==> config.mk <==
export PLATFORM = sky130hd
export DESIGN_NAME = sfid_host_flat
export DESIGN_NICKNAME = d
export VERILOG_FILES = /design/src/logic/sfid_pkg.sv /design/src/logic/sfid_if.sv /design/src/logic/sfid_dev.sv /design/src/logic/sfid_host.sv /design/src/flat_wrapper.sv
export SDC_FILE = /design/constraint.sdc
export NUM_CORES = 1
export LEC_CHECK = 0
export BUFFER_PORTS_ARGS = -buffer_cell sky130_fd_sc_hd__buf_2
export CORE_MARGIN = 2
export CORE_UTILIZATION = 58
export DETAILED_ROUTE_END_ITERATION = 10
export PLACE_DENSITY = 0.77
export SLEW_MARGIN = 40
export SYNTH_ARGS = -nofsm -noshare
export SYNTH_HDL_FRONTEND = slang
export SYNTH_HIERARCHICAL = 1
export SYNTH_SLANG_ARGS = --single-unit
==> constraint.sdc <==
create_clock -name core_clk -period 2.9 [get_ports core_clk]
set_clock_uncertainty 0.1 [all_clocks]
set_input_delay 0.435 -clock core_clk [delete_from_list [all_inputs] [get_ports core_clk]]
set_output_delay 0.435 -clock core_clk [all_outputs]
set_load 0.05 [all_outputs]
==> src/logic/sfid_pkg.sv <==
// sfid_pkg: constants shared by both ends of the identification-read link
// assumes: spi mode 0/3 framing, msb first on both lines
package sfid_pkg;
  localparam logic [7:0]  SFID_OPC_ID_A     = 8'h90;
  localparam logic [7:0]  SFID_OPC_ID_B     = 8'hab;
  localparam int          SFID_OPC_BITS     = 8;
  localparam int          SFID_ADDR_BITS    = 24;
  localparam int          SFID_BYTE_BITS    = 8;
  localparam logic [23:0] SFID_ADDR_MFR     = 24'h000000;
  localparam logic [23:0] SFID_ADDR_DEV     = 24'h000001;
  // identity bytes are arbitrary neutral values
  localparam logic [7:0]  SFID_MFR_ID_DFLT  = 8'h5a;
  localparam logic [7:0]  SFID_DEV_ID_DFLT  = 8'h3c;
  localparam int          SFID_SCK_HALF_DIV = 4;
  localparam logic [5:0]  SFID_CNT_ZERO     = 6'h00;
  localparam logic [5:0]  SFID_CNT_ONE      = 6'h01;
endpackage

==> src/logic/sfid_if.sv <==
// sfid_if: serial wires between host and device
// assumes: the host drives clock, chip enable and serial input
`timescale 1ns/100ps
`default_nettype none
interface sfid_if;
  logic sck;
  logic ce_n;
  logic si;
  logic so;
  logic so_oe;
  modport host (output sck, output ce_n, output si, input so, input so_oe);
  modport dev  (input sck, input ce_n, input si, output so, output so_oe);
endinterface
`default_nettype wire

==> src/logic/sfid_dev.sv <==
// sfid_dev: identification-read responder of the flash command decoder
// assumes: link logic runs on the serial clock; chip enable high resets the frame
// assumes: clk_en and busy_in are levels from core_clk logic
`timescale 1ns/100ps
`default_nettype none


//////////////////////////////////////////////////////////////////////////////
// two-flop synchroniser shared by both ends; only the second flop is read
// reset value is a parameter so an enable path can come up open
module sfid_sync2 #(
  parameter logic RST_VAL = 1'b0
) (
  input  wire logic clk,
  input  wire logic arst,
  input  wire logic en,
  input  wire logic d,
  output var  logic q
);

  logic s1_r;
  logic s2_r;

  // en freezes both flops; a frozen domain keeps its last sampled level
  always_ff @(posedge clk or posedge arst) begin
    if (arst) begin
      s1_r <= RST_VAL;
      s2_r <= RST_VAL;
    end else if (en) begin
      s1_r <= d;
      s2_r <= s1_r;
    end
  end

  assign q = s2_r;

endmodule
`default_nettype wire

==> src/logic/sfid_host.sv <==
// sfid_host: spi host issuing the identification read
// assumes: link clock derived here by a divider of core_clk
`timescale 1ns/100ps
`default_nettype none
module sfid_host
  import sfid_pkg::*;
#(
  parameter int HALF_DIV = SFID_SCK_HALF_DIV
) (
  input  wire logic        core_clk,
  input  wire logic        rst,
  input  wire logic        clk_en,
  input  wire logic        start,
  input  wire logic        opc_sel,
  input  wire logic [23:0] addr,
  input  wire logic [7:0]  nbytes,
  output logic             busy,
  output logic             byte_vld,
  output logic [7:0]       byte_dat,
  sfid_if.host             lnk
);

  typedef enum logic [1:0] {SFH_IDLE, SFH_SEND, SFH_RECV, SFH_END} sfh_st_type;

  sfh_st_type  st_r, st_nxt;
  logic [7:0]  div_r, div_nxt;
  logic        sck_r, sck_nxt;
  logic        ce_n_r, ce_n_nxt;
  logic [31:0] tx_r, tx_nxt;
  logic [5:0]  bit_r, bit_nxt;
  logic [7:0]  left_r, left_nxt;
  logic [7:0]  rx_r, rx_nxt;
  logic        vld_r, vld_nxt;
  logic [7:0]  dat_r, dat_nxt;
  logic        busy_r, busy_nxt;
  logic        so_s2;
  logic        tick;

  assign tick = (div_r == 8'(HALF_DIV - 1));

  always_comb begin
    st_nxt   = st_r;
    div_nxt  = tick ? 8'h00 : div_r + 8'h01;
    sck_nxt  = sck_r;
    ce_n_nxt = ce_n_r;
    tx_nxt   = tx_r;
    bit_nxt  = bit_r;
    left_nxt = left_r;
    rx_nxt   = rx_r;
    vld_nxt  = 1'b0;
    dat_nxt  = dat_r;
    case (st_r)
      SFH_IDLE: begin
        div_nxt = 8'h00;
        if (start) begin
          tx_nxt   = {opc_sel ? SFID_OPC_ID_B : SFID_OPC_ID_A, addr};
          bit_nxt  = SFID_CNT_ZERO;
          left_nxt = nbytes;
          ce_n_nxt = 1'b0;
          st_nxt   = SFH_SEND;
        end
      end
      SFH_SEND, SFH_RECV: if (tick) begin
        sck_nxt = ~sck_r;
        if (sck_r) begin // falling edge: advance data
          if (st_r == SFH_SEND) begin
            tx_nxt = {tx_r[30:0], 1'b0};
            if (bit_r == 6'(SFID_OPC_BITS + SFID_ADDR_BITS - 1)) begin
              bit_nxt = SFID_CNT_ZERO;
              st_nxt  = (left_r == 8'h00) ? SFH_END : SFH_RECV;
            end else
              bit_nxt = bit_r + SFID_CNT_ONE;
          end
        end else if (st_r == SFH_RECV) begin
          rx_nxt = {rx_r[6:0], so_s2};
          if (bit_r == 6'(SFID_BYTE_BITS - 1)) begin
            bit_nxt  = SFID_CNT_ZERO;
            vld_nxt  = 1'b1;
            dat_nxt  = {rx_r[6:0], so_s2};
            left_nxt = left_r - 8'h01;
            if (left_r == 8'h01)
              st_nxt = SFH_END;
          end else
            bit_nxt = bit_r + SFID_CNT_ONE;
        end
      end
      SFH_END: if (tick) begin
        sck_nxt  = 1'b0;
        ce_n_nxt = 1'b1;
        st_nxt   = SFH_IDLE;
      end
      default: st_nxt = SFH_IDLE;
    endcase
    busy_nxt = (st_nxt != SFH_IDLE);
  end

  // so is sampled late in the sck-low phase; the synchroniser lag is hidden
  // by a divider of at least four core cycles per half period
  sfid_sync2 #(
    .RST_VAL (1'b0)
  ) so_sync_i (
    .clk  (core_clk),
    .arst (rst),
    .en   (clk_en),
    .d    (lnk.so),
    .q    (so_s2)
  );

  always_ff @(posedge core_clk or posedge rst) begin
    if (rst) begin
      st_r   <= SFH_IDLE;
      div_r  <= 8'h00;
      sck_r  <= 1'b0;
      ce_n_r <= 1'b1;
      tx_r   <= 32'h0000_0000;
      bit_r  <= SFID_CNT_ZERO;
      left_r <= 8'h00;
      rx_r   <= 8'h00;
      vld_r  <= 1'b0;
      dat_r  <= 8'h00;
      busy_r <= 1'b0;
    end else if (clk_en) begin
      st_r   <= st_nxt;
      div_r  <= div_nxt;
      sck_r  <= sck_nxt;
      ce_n_r <= ce_n_nxt;
      tx_r   <= tx_nxt;
      bit_r  <= bit_nxt;
      left_r <= left_nxt;
      rx_r   <= rx_nxt;
      vld_r  <= vld_nxt;
      dat_r  <= dat_nxt;
      busy_r <= busy_nxt;
    end
  end

  assign lnk.sck  = sck_r;
  assign lnk.ce_n = ce_n_r;
  assign lnk.si   = tx_r[31];
  assign busy     = busy_r;
  assign byte_vld = vld_r;
  assign byte_dat = dat_r;

endmodule
`default_nettype wire

==> src/flat_wrapper.sv <==
// flat-port wrapper written by rule: the top's interface ports become plain ports
module sfid_host_flat import sfid_pkg::*;
#(
  parameter int HALF_DIV = SFID_SCK_HALF_DIV
)
  (core_clk, rst, clk_en, start, opc_sel, addr, nbytes, busy, byte_vld, byte_dat, lnk_sck, lnk_ce_n, lnk_si, lnk_so, lnk_so_oe);
  sfid_if lnk_i ();
  input  wire logic core_clk;
  input  wire logic rst;
  input  wire logic clk_en;
  input  wire logic start;
  input  wire logic opc_sel;
  input  wire logic [23:0] addr;
  input  wire logic [7:0] nbytes;
  output logic busy;
  output logic byte_vld;
  output logic [7:0] byte_dat;
  output wire logic [$bits(lnk_i.sck)-1:0] lnk_sck;
  output wire logic [$bits(lnk_i.ce_n)-1:0] lnk_ce_n;
  output wire logic [$bits(lnk_i.si)-1:0] lnk_si;
  input wire logic [$bits(lnk_i.so)-1:0] lnk_so;
  input wire logic [$bits(lnk_i.so_oe)-1:0] lnk_so_oe;
  assign lnk_sck = lnk_i.sck;
  assign lnk_ce_n = lnk_i.ce_n;
  assign lnk_si = lnk_i.si;
  assign lnk_i.so = lnk_so;
  assign lnk_i.so_oe = lnk_so_oe;
  sfid_host #(.HALF_DIV(HALF_DIV)) u_core (.core_clk(core_clk), .rst(rst), .clk_en(clk_en), .start(start), .opc_sel(opc_sel), .addr(addr), .nbytes(nbytes), .busy(busy), .byte_vld(byte_vld), .byte_dat(byte_dat), .lnk(lnk_i));
endmodule
**After elaboration in Yosys (flattened, before gate mapping)**

Cells that the tools add are included.

- Register bits: 77

- $add $sub $neg: 3
- Equality and inequality tests: 17
- Multiplexer cells: 44
- Bitwise gates (word level): 1
- Reduce and logical (&&, ||, !) cells: 14

Operator list:

| operator | count |
|---|---|
| 32-bit two-way mux | 4 |
| 32-bit one-hot mux with 2 select lines | 1 |
| 8-bit two-way mux | 7 |
| 6-bit two-way mux | 8 |
| 2-bit two-way mux | 9 |
| 6-bit AND reduction | 3 |
| 8-bit one-hot mux with 2 select lines | 1 |
| 2-bit by 1-bit != test with 1-bit output, second input constant | 6 |
| 6-bit one-hot mux with 2 select lines | 1 |
| 1-bit two-way mux | 10 |
| 8-bit by 1-bit adder with 8-bit output, second input constant | 1 |
| 8-bit by 1-bit == test with 1-bit output, second input constant | 1 |
| 8-bit by 2-bit == test with 1-bit output, second input constant | 1 |
| 8-bit zero test | 1 |
| 4-bit AND reduction | 2 |
| 2-bit nonzero test | 4 |
| 8-bit by 1-bit subtractor with 8-bit output, second input constant | 1 |
| 7-bit AND reduction | 1 |
| 6-bit by 1-bit adder with 6-bit output, second input constant | 1 |
| 6-bit by 3-bit == test with 1-bit output, second input constant | 1 |
| 6-bit by 5-bit == test with 1-bit output, second input constant | 1 |
| 2-bit one-hot mux with 3 select lines | 1 |
| 5-bit AND reduction | 1 |
| 2-bit == test, second input constant | 2 |
| other kinds (8) | 10 |

**Logic depth before layout (Yosys ltp)**

Gate-level depths: netlist (run 1).

- Depth in word-level cells: 8
- Mapped depth: 9
- Gate-level depth less buffers: 7

**Hierarchy**

Netlist (run 1), hierarchy kept.

By module, submodules not included:

| module | instances | cells an instance | area each (um^2) | sequential area each (um^2) |
|---|---|---|---|---|
| sfid_host | 1 | 382 | 3826.2 | 1878.1 |
| sfid_sync2 | 1 | 5 | 76.3 | 50.0 |

**Worst setup path after synthesis (run 1)**

Ideal clock, no wire load.

- Kind: register to register
- Start: reg u_core.div_r[0]
- End: reg u_core.dat_r[0] (netlist: u_core/byte_dat[0])
- Arrival: 2.241 ns
- Data required time: 2.675 ns
- Setup slack: 0.434 ns
- Cell stages (with the launch flop): 8
- Clock period less this slack: 2.466 ns
- Cell sequence: dfrtp_1 -> ha_1 -> or3b_1 -> clkbuf_1 -> nor2_8 -> nand4_4 -> nor4_4 -> mux2_2

- Word-level cells in the longest chain between the ends: 2

RTL lines:

| item | line | source |
|---|---|---|
| start, declared | sfid_host.sv:26 | `logic [7:0] div_r, div_nxt;` |
| start signal, assigned | sfid_host.sv:124 | `div_r <= div_nxt;` |
| 8-bit by 2-bit == test with 1-bit output | sfid_host.sv:39 | `assign tick = (div_r == 8'(HALF_DIV - 1));` |
| 6-bit AND reduction (no line) | - |  |
| end signal, assigned | sfid_host.sv:132 | `dat_r <= dat_nxt;` |
| end, declared | sfid_host.sv:34 | `logic [7:0] dat_r, dat_nxt;` |

No other way between the ends.
A chain may end at the register's enable or synchronous reset.

**Final worst setup path (run 1)**

- Start: reg u_core.div_r[6]
- End: reg u_core.dat_r[4] (netlist: u_core/byte_dat[4])

The elaborated chain is that of the path after synthesis.

==> impl_metrics.toml, run 1 <==
[place]
hpwl_mm = 5.276
portBuffers = 50
dpl-instance-area_um2 = 4250
place_ws_ps = 324.4
globalplace.congestion = 0.8601

[global_routing]
grt_pass1_vias = 2944
grt.total_usage_pct = 22.92
grt_max_degree = 65
grt-ovfl-total = 0
grt_pass1_wl_mm = 13.43
antenna_found_initial = 0

[worst_setup_path]
crit_fanout = 10
cp_slowest_cell = "or4_1"
path_depth = 6
crit_path_start_kind = "flip-flop"
cp-end-kind = "flip-flop"
critical_path_arrival_ps = 2730
rr_worst_depth = 6
worstSetupPathType = "reg2reg"
rr_startpoint = "u_core/div_r[6]$_DFFE_PP0P_"
rr_endpoint = "u_core/byte_dat[4]$_DFFE_PP0P_"
crit_family = "simple AND/OR/NAND/NOR gates"
critPathMaxStageDelay_ps = 730
crit_chain = "or4_1 > nor2_8 > nand4_4 > nor4_4 > buf_4 > mux2_2"
path_buf_inv = 1
required_ps = 3040
regToRegSetupSlack_ps = 310

[route]
viasPerCell = 5.654
wl_per_cell_um = 14.68
drcViolationCount = 0
ant_nets = 0
num_vias = 2929
firstDrtPassIters = 4
drt-initial-drc-count = 193
finalWirelength_mm = 7.602

[finish]
layout.nets = 484
fin_area_um2 = 4452
area_delta_synth_final_pct = 14.08
drive_above_1_share_pct = 24.04
diodes = 0

[clocking]
clock_path_buffers = 2
hold_buffers = 1
ctsRootBufferMaster = "clkbuf_8"
cts_buffers = 9
post-cts-setup-buffers = 0
clkTransAtPathRegs_ps = 80
cts_max_level = 3
clock_latency_ps = 370
clock_sinks = 77
cts_tree = "done"
post_cts_resized = 0

[timing]
finalCritPeriodShare_pct = 89.32
post-route-min-period_ps = 2590
tightest_slew_ps = 716.8
rsz0062_at_grt = "no"
fin_setup_tns_ps = 0
fin_ws_ps = 309.6
slew_headroom_pct = 52.15
setup_viol = 0
slew_violations = 0
hold_viol = 0
max_freq_mhz = 386.0

[die]
die_area_um2 = 7400
core_area_um2 = 6422
io-pin-count = 52
die_w_um = 86.03
die_h_um = 86.03
rows = 29
start_util_pct = 60.76

[pwr]
power_density_nw_per_um2 = 1043
sequentialPowerShare_pct = 36.1
swShare_pct = 43.20
p_switching_uw = 2005
peakVddDrop_mv = 0.6445
p_clk_share_pct = 16.9
p_leak_uw = 0.002098
p_int_uw = 2636
pwr-share-comb_pct = 47.0

[yosys]
syn_inst = 387
avgSynthCellArea_um2 = 10.08
synth_async_sr_flop_share_pct = 100.0
synth_commonest_cells = "dfrtp_1, nor2_1, a21oi_1"
ys_warn_count = 6
syn_area_um2 = 3902
seq_area_frac_synth_pct = 49.41
synthFlopType = "dfrtp_1"
yosys.cell_types.count = 54
synth_edf_count = 0
synth_top_area_share_pct = 48.73
ys_ff_latch = 77
synth_top_area_cell = "dfrtp_1"
syn_nets = 435
post-synth-top-count-cell = "dfrtp_1"
yosys-top-cells-area = "dfrtp_1, mux2i_1, a21oi_1"

[min_path]
whs_endpoint = "u_core/tx_r[0]$_DFFE_PP0P_"
hp-class = "in2reg"
worstHoldStart = "addr[0]"
min_path_cells = 3

[run]
drv_cap = 0

[run_status]
status = "finished, final reports clean"
-- worst register-to-register path, stage by stage, from the launching register on --
cell and delay [ps]:
dfrtp_1 410, or4_1 730, nor2_8 270, nand4_4 210, nor4_4 180, buf_4 230, mux2_2 350
-- worst max-delay path by stage --
stage | startpoint | end | slack [ps]
after detailed placement | u_core/div_r[6]$_DFFE_PP0P_ | u_core/byte_dat[2]$_DFFE_PP0P_ | 320
final | u_core/div_r[6]$_DFFE_PP0P_ | u_core/byte_dat[4]$_DFFE_PP0P_ | 310
after floorplan | u_core/div_r[0]$_DFFE_PP0P_ | u_core/byte_dat[0]$_DFFE_PP0P_ | 430
after global placement | u_core/div_r[6]$_DFFE_PP0P_ | u_core/byte_dat[1]$_DFFE_PP0P_ | 350
after CTS | u_core/div_r[6]$_DFFE_PP0P_ | u_core/byte_dat[4]$_DFFE_PP0P_ | 310
after global routing | u_core/div_r[0]$_DFFE_PP0P_ | u_core/byte_dat[4]$_DFFE_PP0P_ | 160
-- sequential cells by signal (all words and copies together), names as in the netlist, 2 cells and up --
| signal | cells |
|---|---|
| u_core/st_r | 2 |
| u_core/byte_dat | 8 |
| u_core/bit_r | 6 |
| u_core/left_r | 8 |
| u_core/div_r | 8 |
| u_core/tx_r | 32 |
| u_core/rx_r | 7 |
-- cell families after synthesis --
logic type	count (synthesis)	synth area share, %
compound gates	97	15.68
xor+xnor	5	1.122
fa+ha+maj	9	2.886
buf+inv	38	3.976
flops	77	49.41
mux	42	11.35
simple gates	119	15.58
-- routing by layer --
metal | up-vias | global-route usage (%) | share of wire [%] | wire length (um)
met4 | 0 | 8.514 | 1.8 | 139
met3 | 13 | 6.256 | 4.8 | 362
met5 | - | 0 | 0 | 0
met2 | 58 | 37.63 | 49 | 3698
li1 | 1480 | - | - | -
met1 | 1378 | 29.09 | 45 | 3401
-- cells in the final DEF, fill, tap and decap left out, types with 3 or more instances in the layout --
master / netlist / routed
inv_1: 16 / 15
o21ai_0: 20 / 20
xor2_1: 3 / 3
nor2_1: 53 / 53
buf_2: 10 / 50
clkbuf_8: 0 / 9
a21oi_1: 41 / 41
mux2_2: 18 / 18
inv_6: 0 / 3
o31ai_1: 4 / 4
ha_1: 9 / 8
nand2b_1: 5 / 5
nand4_1: 3 / 3
nor3_1: 8 / 8
a31oi_1: 6 / 6
dfrtp_1: 76 / 76
mux2i_1: 24 / 24
buf_4: 0 / 6
nand2_1: 15 / 15
and3_1: 5 / 5
o22a_1: 5 / 5
nand3_1: 10 / 10
-- area by class of cell --
cell class,instances,area (um^2)
tap,77,96.34
sequential,77,1928
clock inverter,7,67.56
clock buffer,9,123.9
timing repair buffer,59,345.3
multi-input combinational,272,1827
fill,499,1971
inverter,17,63.81
-- per-stage QoR --
| stage | hold WS, ps | power (uW) | util [%] | cells |
|---|---|---|---|---|
| after global routing | 214.4 | 5018 | 69.32 | 518 |
| after floorplan | 76.18 | 3378 | - | 387 |
| after CTS | 202.6 | 4664 | 69.32 | 518 |
| after global placement | 201.8 | 3789 | 66.18 | 501 |
| after detailed placement | 205.4 | 3866 | 66.18 | 501 |
| final | 210.9 | 4642 | 69.32 | 518 |
-- power groups by stage --
stage	clock [uW]	sequential (uW)	combinational, uW
after detailed placement	0	1690	2170
after global routing	843	1730	2450
after global placement	0	1680	2110
after CTS	803	1680	2180
final	782	1680	2180
after floorplan	0	1680	1700
No activity file was read; power rests on OpenSTA's default activity.
==> run 2: changes to the inputs <==
--- a/config.mk
+++ b/config.mk
@@ -5,11 +5,13 @@
 export SDC_FILE = /design/constraint.sdc
 export NUM_CORES = 1
 export LEC_CHECK = 0
+export ABC_AREA = 1
 export BUFFER_PORTS_ARGS = -buffer_cell sky130_fd_sc_hd__buf_2
 export CORE_MARGIN = 2
 export CORE_UTILIZATION = 58
 export DETAILED_ROUTE_END_ITERATION = 10
 export PLACE_DENSITY = 0.77
+export SKIP_LAST_GASP = 1
 export SLEW_MARGIN = 40
 export SYNTH_ARGS = -nofsm -noshare
 export SYNTH_HDL_FRONTEND = slang
==> impl_metrics.toml, run 2 <==
[place]
dpl-instance-area_um2 = 4274
place_inst = 620
portBuffers = 50
hpwl_mm = 5.342
globalplace.congestion = 0.8678
place_ws_ps = 282.2

[route]
num_vias = 3372
finalWirelength_mm = 7.732
drcViolationCount = 0
viasPerCell = 5.302
wl_per_cell_um = 12.16
ant_nets = 0
drt-initial-drc-count = 257
firstDrtPassIters = 5

[pwr]
power_density_nw_per_um2 = 905.2
p_leak_uw = 0.002253
peakVddDrop_mv = 0.4197

[worst_setup_path]
crit_path_start_kind = "flip-flop"
cp-end-kind = "flip-flop"
required_ps = 3020
worstSetupPathType = "reg2reg"
crit_fanout = 16
critical_path_arrival_ps = 2750

[yosys]
yosys.cell_types.count = 36
synth_edf_count = 0
ys_warn_count = 6
post-synth-top-count-cell = "nand2_1"
avgSynthCellArea_um2 = 7.858
syn_area_um2 = 3984
synth_commonest_cells = "nand2_1, nor2_1, dfrtp_1"
syn_nets = 555
synthFlopType = "dfrtp_1"
syn_inst = 507
seq_area_frac_synth_pct = 48.40
yosys-top-cells-area = "dfrtp_1, nand2_1, nor2_1"
synth_top_area_cell = "dfrtp_1"
synth_async_sr_flop_share_pct = 100.0
ys_ff_latch = 77
synth_top_area_share_pct = 47.74

[finish]
final_common_cell = "nand2_1"
drive_above_1_share_pct = 17.27
diodes = 0
fin_area_um2 = 4474
finalNonFillerCells = 636
layout.nets = 600
largest_reg_flops = 32
area_delta_synth_final_pct = 12.31
layout_common_cells = "nand2_1, nor2_1, dfrtp_1"
regMostFlops = "u_core/tx_r"

[die]
die_w_um = 86.88
rows = 30
start_util_pct = 59.29
core_area_um2 = 6719
die_h_um = 86.88
die_area_um2 = 7547
io-pin-count = 52

[timing]
fin_ws_ps = 268.0
setup_viol = 0
hold_viol = 0
fin_setup_tns_ps = 0
post-route-min-period_ps = 2632
max_freq_mhz = 379.9
slew_headroom_pct = 57.08
holdWs_ps = 210.9
finalCritPeriodShare_pct = 90.76
tightest_slew_ps = 643.8
slew_violations = 0
rsz0062_at_grt = "no"

[global_routing]
antenna_found_initial = 0
grt_max_degree = 58
grt_pass1_vias = 2984
grt_pass1_wl_mm = 13.27
grt.total_usage_pct = 21.87
grt-ovfl-total = 0

[clocking]
clock_path_buffers = 2
clock_latency_ps = 350
cts_tree = "done"
clkTransAtPathRegs_ps = 80
ctsRootBufferMaster = "clkbuf_8"
cts_buffers = 9
clock_sinks = 77
cts_max_level = 3

[min_path]
hp-class = "in2reg"

[run]
drv_cap = 0

[run_status]
status = "finished, final reports clean"
==> run 2: cell types whose count changed in the layout (fill, tap and decap cells not counted), moves of 18 or more <==
cell,before,now
a21oi_1,41,9
inv_1,15,48
mux2_2,18,0
mux2i_1,24,0
nand2_1,15,133
nor2_1,53,77
o31ai_1,4,24
==> run 2: cells by family after synthesis <==
family                   share of synthesized area (%)
adder cells (fa/ha/maj)                          2.827
XOR/XNOR                                         1.099
buffers and inverters                            7.883
AND/OR/NAND/NOR                                  25.72
flip-flops                                       48.40
AO/OA/AOI/OAI                                    14.07
==> run 2: worst max-delay path: stages (launching register included) <==
cell and delay (ps):
dfrtp_1 420, inv_1 90, ha_1 550, inv_2 80, nor2_2 150, nand4_2 320
or2_1 570, nand2_1 160, o21ai_2 60
==> run 2: per-layer routing <==
metal / track usage, % / part of all wire [%]
met5: 0 / 0
met1: 30.74 / 49
met4: 7.244 / 0.84
met2: 34.84 / 47
met3: 3.412 / 3.9
==> run 2: layout make-up <==
type                    instances  area (um^2)
clock buffers                  10        127.6
clock inverters                 5        61.31
fillers                       564         2245
inverters                      55        207.7
multi-input cells             354         1747
flip-flops and latches         77         1928
well taps                      80        100.1
repair buffers                 55        302.8
==> run 2: power breakdown <==
| group | leakage, uW | total (uW) | internal, uW | switching, uW |
|---|---|---|---|---|
| clock | 0.0000850 | 780 | 396 | 384 |
| sequential | 0.00100 | 1620 | 1400 | 218 |
| combinational | 0.00116 | 1650 | 569 | 1080 |
| total | 0.00225 | 4050 | 2370 | 1680 |
==> run 2: what timing repair did <==
| action | 4_1_cts | 5_1_grt |
|---|---|---|
| resized for setup | 0 | 0 |
| endpoints found under the hold margin | 2 | 0 |
| hold buffers | 1 | 0 |
| setup buffers | 0 | 0 |
==> run 2: stage by stage <==
step                total power, uW  util (%)
finish                         4050     66.59
global route                   4411     66.59
CTS                            4082     66.57
detailed placement             3286     63.61
global placement               3228     63.61
floorplan                      2933         -
==> run 2: worst paths after layout <==
path / from / to / slack [ps] / cells past startpoint
min reg2reg: u_core/byte_dat[7]$_DFFE_PP0P_ / u_core/byte_dat[7]$_DFFE_PP0P_ / 380 / 2
max: u_core/st_r[0]$_DFFE_PP0P_ / u_core/byte_dat[5]$_DFFE_PP0P_ / 270 / 8
min in group asynchronous: rst / u_core/so_sync_i/q$_DFFE_PP0P_ / 410 / 3
min: lnk_so / u_core/so_sync_i/s1_r$_DFFE_PP0P_ / 210 / 3
max reg2reg: u_core/st_r[0]$_DFFE_PP0P_ / u_core/byte_dat[5]$_DFFE_PP0P_ / 270 / 8
max in group asynchronous: rst / u_core/lnk.ce_n$_DFFE_PP1P_ / 1430 / 4
==> run 3: changes to the inputs <==
--- a/config.mk
+++ b/config.mk
@@ -8,9 +8,9 @@
 export ABC_AREA = 1
 export BUFFER_PORTS_ARGS = -buffer_cell sky130_fd_sc_hd__buf_2
 export CORE_MARGIN = 2
-export CORE_UTILIZATION = 58
+export CORE_UTILIZATION = 30
 export DETAILED_ROUTE_END_ITERATION = 10
-export PLACE_DENSITY = 0.77
+export PLACE_DENSITY = 0.44
 export SKIP_LAST_GASP = 1
 export SLEW_MARGIN = 40
 export SYNTH_ARGS = -nofsm -noshare
==> impl_metrics.toml, run 3 (synthesis gave the netlist of run 2 again) <==
[run_status]
status = "finished, final reports clean"

[place]
globalplace.congestion = 0.7808
place_ws_ps = 319.8
place_inst = 718
portBuffers = 50
dpl-instance-area_um2 = 4397
hpwl_mm = 5.901

[finish]
drive_above_1_share_pct = 17.89
layout_common_cells = "nand2_1, nor2_1, dfrtp_1"
multiInputGateArea_um2 = 1747
layout.nets = 602
largest_reg_flops = 32
area_delta_synth_final_pct = 18.78
diodes = 0
fill_cells = 1373
final_common_cell = "nand2_1"
seq_area_um2 = 1928
regMostFlops = "u_core/tx_r"
finalNonFillerCells = 735
fin_area_um2 = 4732

[pwr]
p_int_uw = 2753
peakVddDrop_mv = 0.3328
power_density_nw_per_um2 = 953.6
sequentialPowerShare_pct = 35.7
p_switching_uw = 1759
swShare_pct = 38.98
p_leak_uw = 0.002332
pwr-share-comb_pct = 37.1
p_clk_share_pct = 27.2

[clocking]
hold_buffers = 1
clock_sinks = 77
cts_buffers = 9
post_cts_resized = 0
clkTransAtPathRegs_ps = 60
cts_max_level = 3
clock_path_buffers = 2
post-cts-setup-buffers = 0
clock_latency_ps = 340
cts_tree = "done"
ctsRootBufferMaster = "clkbuf_16"

[worst_setup_path]
crit_path_start_kind = "flip-flop"
crit_fanout = 16
critPathMaxStageDelay_ps = 560
required_ps = 3010
cp_slowest_cell = "or2_1"
cp-end-kind = "flip-flop"
worstSetupPathType = "reg2reg"
rr_worst_depth = 8
crit_chain = "inv_1 > ha_1 > inv_2 > nor2_2 > nand4_2 > or2_1 > nand2_1 > o21ai_2"
critical_path_arrival_ps = 2680

[route]
drt-initial-drc-count = 214
finalWirelength_mm = 8.671
wl_per_cell_um = 11.80
wl_met2_mm = 3.913
ant_nets = 0
firstDrtPassIters = 4
num_vias = 3328
viasPerCell = 4.528
drcViolationCount = 0
wl_met3_um = 404
routed.top_layer = "met4"
met1Wirelength_mm = 4.275

[timing]
setup_viol = 0
hold_viol = 0
slew_violations = 0
tightest_slew_ps = 613.0
fin_setup_tns_ps = 0
fin_ws_ps = 324.5
max_freq_mhz = 388.3
rsz0062_at_grt = "no"
slew_headroom_pct = 59.13
post-route-min-period_ps = 2575
finalCritPeriodShare_pct = 88.81

[die]
rows = 42
core_area_um2 = 13090
io-pin-count = 52
die_w_um = 119.2
die_area_um2 = 14220
start_util_pct = 30.45
die_h_um = 119.2

[global_routing]
grt-ovfl-total = 0
antenna_found_initial = 0
grt.total_usage_pct = 13.26
grt_max_degree = 58
grt_pass1_vias = 3189
grt_pass1_wl_mm = 15.16

[min_path]
min_path_cells = 3
hp-class = "in2reg"

[run]
drv_cap = 0
[run 3: cell types whose count changed in the layout (fill, tap and decap cells not counted)]
cell	delta
clkbuf_8	-8
clkbuf_1	-1
bufinv_16	+1
clkbuf_16	+9
clkinv_4	+1
clkinvlp_4	-2
inv_6	-1
inv_2	+1
clkinv_2	+1
buf_4	+3
buf_12	-1
[run 3: final cells by class]
type	instances	share of cell area, %
sequential	77	40.75
tap	176	4.654
multi-input combinational	354	36.91
clock buffer	10	5.050
clock inverter	6	1.824
timing repair buffer	57	6.452
inverter	55	4.363
[run 3: stage by stage]
stage | utilization, % | power, uW | hold WS, ps
floorplan | - | 2933 | 76.18
global placement | 33.60 | 3308 | 206.6
detailed placement | 33.60 | 3335 | 212.9
CTS | 36.16 | 4599 | 187.5
global route | 36.16 | 4917 | 201.2
finish | 36.16 | 4513 | 203.3
[run 3: worst paths after layout]
check	slack (ps)	from	to
min in group asynchronous	410	rst	u_core/so_sync_i/s1_r$_DFFE_PP0P_
worst min register to register	370	u_core/byte_dat[4]$_DFFE_PP0P_	u_core/byte_dat[4]$_DFFE_PP0P_
worst max-delay path	320	u_core/st_r[0]$_DFFE_PP0P_	u_core/byte_dat[5]$_DFFE_PP0P_
worst min-delay path	200	lnk_so	u_core/so_sync_i/s1_r$_DFFE_PP0P_
worst max register to register	320	u_core/st_r[0]$_DFFE_PP0P_	u_core/byte_dat[5]$_DFFE_PP0P_
max in group asynchronous	1590	rst	u_core/tx_r[19]$_DFFE_PP0P_
[run 3: layer usage]
layer | global-route usage [%] | vias up
met5 | 0 | -
met4 | 3.348 | 0
met3 | 4.837 | 7
met2 | 20.55 | 57
met1 | 17.57 | 1549
li1 | - | 1715
[run 3: power groups by stage]
stage | sequential (uW) | combinational (uW) | clock [uW]
after floorplan | 1640 | 1290 | 0
after global placement | 1630 | 1680 | 0
after detailed placement | 1630 | 1700 | 0
after CTS | 1620 | 1710 | 1270
after global routing | 1660 | 1930 | 1330
final | 1610 | 1670 | 1230
[run 3: worst max-delay path, delay by kind of cell, from the launching register on]
| family | cells | cell delay, ps |
|---|---|---|
| compound gates | 1 | 60 |
| fa+ha+maj | 1 | 520 |
| buf+inv | 2 | 160 |
| flops | 1 | 400 |
| simple gates | 4 | 1190 |
